<file path="src/include/osf_consts.vh">
`ifndef OSF_CONSTS_VH
`define OSF_CONSTS_VH

// register map, byte addresses
`define OSF_ADDR_STATUS 4'h0
`define OSF_ADDR_ID 4'h4
// word index of each register, address bits 3:2
`define OSF_IDX_STATUS 2'h0
`define OSF_IDX_ID 2'h1
// status field positions
`define OSF_BIT_STABLE 0
`define OSF_BIT_LF_READY 1
`define OSF_BIT_MF_READY 2
`define OSF_BIT_LOCK 3
// status reset value and id constant
`define OSF_STATUS_RST 8'h00
`define OSF_ID_VALUE 32'h0000A5C3
// axi responses
`define OSF_RESP_OKAY 2'h0
`define OSF_RESP_SLVERR 2'h2

`endif

</file>
<file path="src/design/osf_oscillator_status_flags.v">
// Our own choices: register access over AXI4-Lite and the register offsets.
`timescale 1ns/1ns
`include "osf_consts.vh"

module osf_oscillator_status_flags (
	input wire clk, // 100 MHz system clock
	input wire sys_rst, // async reset, active high
	input wire hfWithin2pct, // hf oscillator within 2 percent
	input wire hfWithinHalfPct, // hf oscillator within 0.5 percent
	input wire mfOscReady, // medium-frequency oscillator ready
	input wire lfOscReady, // low-frequency oscillator ready
	input wire [3:0] s_axi_awaddr, // write address
	input wire s_axi_awvalid, // write address valid
	output reg s_axi_awready, // write address ready
	input wire [31:0] s_axi_wdata, // write data, discarded
	input wire [3:0] s_axi_wstrb, // write strobes, discarded
	input wire s_axi_wvalid, // write data valid
	output reg s_axi_wready, // write data ready
	output reg [1:0] s_axi_bresp, // write response
	output reg s_axi_bvalid, // write response valid
	input wire s_axi_bready, // write response ready
	input wire [3:0] s_axi_araddr, // read address
	input wire s_axi_arvalid, // read address valid
	output reg s_axi_arready, // read address ready
	output reg [31:0] s_axi_rdata, // read data
	output reg [1:0] s_axi_rresp, // read response
	output reg s_axi_rvalid, // read data valid
	input wire s_axi_rready, // read data ready
	output reg [7:0] statusFlags // registered copy of the status register, one cycle behind the inputs
);

	reg awHeld; // write address taken, response not yet issued
	reg wHeld; // write data taken, response not yet issued
	reg [3:0] awAddrHeld; // address of the write in flight
	reg [7:0] next_status; // flags as they stand this cycle
	reg [1:0] next_bresp; // response for the write in flight
	reg [31:0] next_rdata; // word for the read being taken
	reg [1:0] next_rresp; // response for the read being taken
	wire awTake; // write address accepted this cycle
	wire wTake; // write data accepted this cycle
	wire respDue; // both halves held, response goes out
	wire arTake; // read address accepted this cycle

	// assemble flags from oscillator condition
	always @*
	begin
		next_status = `OSF_STATUS_RST;
		next_status[`OSF_BIT_LOCK] = hfWithin2pct;
		next_status[`OSF_BIT_STABLE] = hfWithinHalfPct;
		next_status[`OSF_BIT_MF_READY] = mfOscReady;
		next_status[`OSF_BIT_LF_READY] = lfOscReady;
	end

	// sample once per cycle; no software path reaches it
	always @(posedge clk or posedge sys_rst)
	begin
		if (sys_rst)
			statusFlags <= `OSF_STATUS_RST;
		else
			statusFlags <= next_status;
	end

	// acceptance terms; no write is taken while bvalid stands, no read while rvalid stands
	assign awTake = s_axi_awvalid && !awHeld && !s_axi_awready && !s_axi_bvalid;
	assign wTake = s_axi_wvalid && !wHeld && !s_axi_wready && !s_axi_bvalid;
	assign respDue = awHeld && wHeld && !s_axi_bvalid;
	assign arTake = s_axi_arvalid && !s_axi_arready && !s_axi_rvalid;

	// write address ready: one-cycle pulse per accepted address
	always @(posedge clk or posedge sys_rst)
	begin
		if (sys_rst)
			s_axi_awready <= 1'h0;
		else
			s_axi_awready <= awTake;
	end

	// write data ready: one-cycle pulse, data itself is dropped
	always @(posedge clk or posedge sys_rst)
	begin
		if (sys_rst)
			s_axi_wready <= 1'h0;
		else
			s_axi_wready <= wTake;
	end

	// address half held until the response goes out, so either order works
	always @(posedge clk or posedge sys_rst)
	begin
		if (sys_rst)
			awHeld <= 1'h0;
		else if (awTake)
			awHeld <= 1'h1;
		else if (respDue)
			awHeld <= 1'h0;
	end

	// data half held the same way
	always @(posedge clk or posedge sys_rst)
	begin
		if (sys_rst)
			wHeld <= 1'h0;
		else if (wTake)
			wHeld <= 1'h1;
		else if (respDue)
			wHeld <= 1'h0;
	end

	// address kept only to choose the response code
	always @(posedge clk or posedge sys_rst)
	begin
		if (sys_rst)
			awAddrHeld <= 4'h0;
		else if (awTake)
			awAddrHeld <= s_axi_awaddr;
	end

	// writes never alter flags: status is read-only, id is constant
	always @*
	begin
		next_bresp = `OSF_RESP_SLVERR;
		if (awAddrHeld[3:2] == `OSF_IDX_STATUS || awAddrHeld[3:2] == `OSF_IDX_ID)
			next_bresp = `OSF_RESP_OKAY;
	end

	// write response valid stands until the master takes it
	always @(posedge clk or posedge sys_rst)
	begin
		if (sys_rst)
			s_axi_bvalid <= 1'h0;
		else if (respDue)
			s_axi_bvalid <= 1'h1;
		else if (s_axi_bvalid && s_axi_bready)
			s_axi_bvalid <= 1'h0;
	end

	// response code loaded with the valid and kept afterwards
	always @(posedge clk or posedge sys_rst)
	begin
		if (sys_rst)
			s_axi_bresp <= `OSF_RESP_OKAY;
		else if (respDue)
			s_axi_bresp <= next_bresp;
	end

	// read address ready: one-cycle pulse, one read in flight at most
	always @(posedge clk or posedge sys_rst)
	begin
		if (sys_rst)
			s_axi_arready <= 1'h0;
		else
			s_axi_arready <= arTake;
	end

	// read valid rises with arready and stands until rready
	always @(posedge clk or posedge sys_rst)
	begin
		if (sys_rst)
			s_axi_rvalid <= 1'h0;
		else if (arTake)
			s_axi_rvalid <= 1'h1;
		else if (s_axi_rvalid && s_axi_rready)
			s_axi_rvalid <= 1'h0;
	end

	// read decode; status comes from the live inputs, not the lagging port copy
	always @*
	begin
		next_rdata = 32'h00000000;
		next_rresp = `OSF_RESP_OKAY;
		case (s_axi_araddr[3:2])
			`OSF_IDX_STATUS:
				next_rdata = {24'h000000, next_status};
			`OSF_IDX_ID:
				next_rdata = `OSF_ID_VALUE; // arbitrary id value
			default:
				next_rresp = `OSF_RESP_SLVERR;
		endcase
	end

	// read word captured at acceptance, held while rvalid stands
	always @(posedge clk or posedge sys_rst)
	begin
		if (sys_rst)
			s_axi_rdata <= 32'h00000000;
		else if (arTake)
			s_axi_rdata <= next_rdata;
	end

	// read response captured alongside the data
	always @(posedge clk or posedge sys_rst)
	begin
		if (sys_rst)
			s_axi_rresp <= `OSF_RESP_OKAY;
		else if (arTake)
			s_axi_rresp <= next_rresp;
	end

endmodule // osf_oscillator_status_flags

</file>
<file path="config.mk">
export PLATFORM = sky130hd
export DESIGN_NAME = osf_oscillator_status_flags
export DESIGN_NICKNAME = d
export VERILOG_FILES = /design/src/design/osf_oscillator_status_flags.v
export VERILOG_INCLUDE_DIRS = /design/src /design/src/include
export SDC_FILE = /design/constraint.sdc
export NUM_CORES = 1
export LEC_CHECK = 0
export BUFFER_PORTS_ARGS = -buffer_cell sky130_fd_sc_hd__buf_4
export CAP_MARGIN = 30
export CELL_PAD_IN_SITES_DETAIL_PLACEMENT = 0
export CELL_PAD_IN_SITES_GLOBAL_PLACEMENT = 2
export CORE_MARGIN = 4
export CORE_UTILIZATION = 18
export DETAILED_ROUTE_END_ITERATION = 10
export MAX_ROUTING_LAYER = met4
export PLACE_DENSITY_LB_ADDON = 0.1
export RECOVER_POWER = 50
export REMOVE_ABC_BUFFERS = 1
export SYNTH_ARGS = -nofsm -noshare
export SYNTH_HDL_FRONTEND = slang
export SYNTH_SLANG_ARGS = --single-unit
</file>
<file path="constraint.sdc">
create_clock -name clk -period 3.8 [get_ports clk]
set_input_delay 0.19 -clock clk [delete_from_list [all_inputs] [get_ports clk]]
set_output_delay 0.19 -clock clk [all_outputs]
set_load 0.1 [all_outputs]
</file>
==> results_dict.tcl <==
set metrics [dict create \
    status "finished, final reports clean" \
    finalHoldViolations 0 \
    start_util_pct 18.7 \
    rows 26 \
    fin_skew_ns 0.000785 \
    cts_buffers 3 \
    netlist.area_leader.share_pct 49.4 \
    yosys_warnings 0 \
    period_share_pct 42.9 \
    synth_area_leader_cell "dfrtp_1" \
    cts.sinks 19 \
    via_count 580 \
    via_per_inst 3.15 \
    coreArea_um2 5140 \
    grt_first_pass_wirelength_mm 3.14 \
    dp_slack_ns 2.50 \
    wire_per_inst_um 10.8 \
    worst_ep_required_time_ns 3.61 \
    cp_slowest_stage_delay_ns 0.86 \
    ant_nets 0 \
    path_max_fanout 1 \
    setup_ws_ns 2.17 \
    post-route-util_pct 22.9 \
    dieArea_um2 6580 \
    postSynthAreaPerCell_um2 11.7 \
    synth-seq-cells 19 \
    critPathTopFamily "buffers and inverters" \
    rsz0062_at_grt "no" \
    cts_tree "built" \
    synth_most_common_cell "buf_4" \
    routed_wl_mm 1.98 \
    cellPowerDensity_nw_per_um2 1020 \
    timing.hold.ws_ns 0.0659 \
    critPathLaunchType "flip-flop" \
    final_cells 184 \
    drt-initial-drc-count 22 \
    ys.flop_type "dfrtp_1" \
    crit_buf_inv 1 \
    cts_setup_buffers 0 \
    first_global_vias 616 \
    cts_buffer_depth 2 \
    diodes 0 \
    top_regs "s_axi_rdata x5, statusFlags x4" \
    finalPower_mw 1.21 \
    grt-ovfl-total 0 \
    area_delta_synth_final_pct 22.2 \
    drt_first_pass_iters 2 \
    final_nets 170 \
    post_dp_cell_area_um2 1160 \
    cp.arrival_ns 1.44 \
    grtUsageTotal_pct 6.39 \
    synth_cells 82 \
    synth.cell_area_um2 962 \
    worst_slew_pin_slew_ns 1.17 \
    finalCriticalPeriod_ns 1.63 \
    die_w_um 81.1 \
    gp_congestion 0.700 \
    top_register "s_axi_rdata" \
    hold_buffers 0 \
    async_flop_share_pct 100 \
    yosys-top-cells-area "dfrtp_1, buf_4, mux2_2" \
    min_path_type "input port to flip-flop" \
    grt_max_degree 20 \
    finalMaxSlewViolations 0 \
    htreeDepth 1 \
    largest_register_ffs 5 \
    ios 104 \
    endpoint_kind "primary output" \
    synth.distinct_cells 16 \
    maxCapViolations 0 \
    synth_edf_count 0 \
    cts_root_buf "clkbuf_8" \
    p_leak_nw 0.608 \
    clk_pin_slew_ns 0.07 \
    criticalPathCategory "flip-flop to primary output" \
    cts.repair.resized 0 \
    clock_latency_ns 0.25 \
    die_y_um 81.1 \
    final_cell_area_um2 1180 \
    port_buffers 34 \
    slowest_stage "clkbuf_1" \
    dp_cells 180 \
    dp_hpwl_mm 1.57 \
    fmax_ghz 0.613 \
    netlist_top_cells_count "buf_4, dfrtp_1, mux2_2" \
    crit_chain "clkbuf_1" \
    yosysSeqAreaShare_pct 49.4 \
    worst_ir_drop_vdd_mv 0.417 \
    finalSetupViolations 0 \
    relSlewSlack_pct 22.7 \
    drc 0 \
    drive_gt1_share_pct 35.1 \
    fin_setup_tns_ns 0 \
    antenna_found_initial 0 \
]
## report_power, final
part	internal, mW	total [mW]	switching, mW	leakage (nW)
logic	0.133	0.758	0.626	0.351
clock network	0.0745	0.139	0.0650	0.0228
registers	0.262	0.308	0.0458	0.235
## cells by family after synthesis
group,synth area share (%)
AO/OA/AOI/OAI,4.42
other,0.390
flip-flops,49.4
AND/OR/NAND/NOR,8.45
multiplexers,9.10
buffers and inverters,28.2
## area by class of cell
type	count	area [um^2]
clock buffers	4	45.0
fillers	599	3960
inverters	5	18.8
multi-input cells	51	302
flip-flops and latches	19	475
well taps	70	87.6
repair buffers	35	248
## routing by layer
layer | global-route usage (%) | routed length, um
met1 | 7.01 | 797
met2 | 10.7 | 971
met3 | 3.44 | 215
met4 | 0.507 | 0
met5 | - | 0
## final timing paths
path | start | end | slack (ns) | depth (start not counted)
worst min-delay path | hfWithinHalfPct | statusFlags[0] | 0.07 | 1
min in group asynchronous | sys_rst | statusFlags[1] | 0.09 | 2
max in group asynchronous | sys_rst | s_axi_rdata[3] | 3.23 | 2
worst max register to register | s_axi_bvalid | awAddrHeld[3] | 2.31 | 2
worst max-delay path | statusFlags[1] | statusFlags[1] | 2.17 | 1
worst min register to register | s_axi_wready | s_axi_wready | 0.45 | 1
## layout by cell type, fill, tap and decap left out, drive strengths merged
cell / instances
dfrtp: 19
conb: 28
nor3b: 3
a21o: 3
nand2b: 2
o21ai: 1
o21bai: 2
inv: 5
buf: 28
nand3b: 1
clkbuf: 11
nor2b: 1
mux2i: 2
mux2: 6
nor4b: 2
Power figures use the tool's default switching activity.
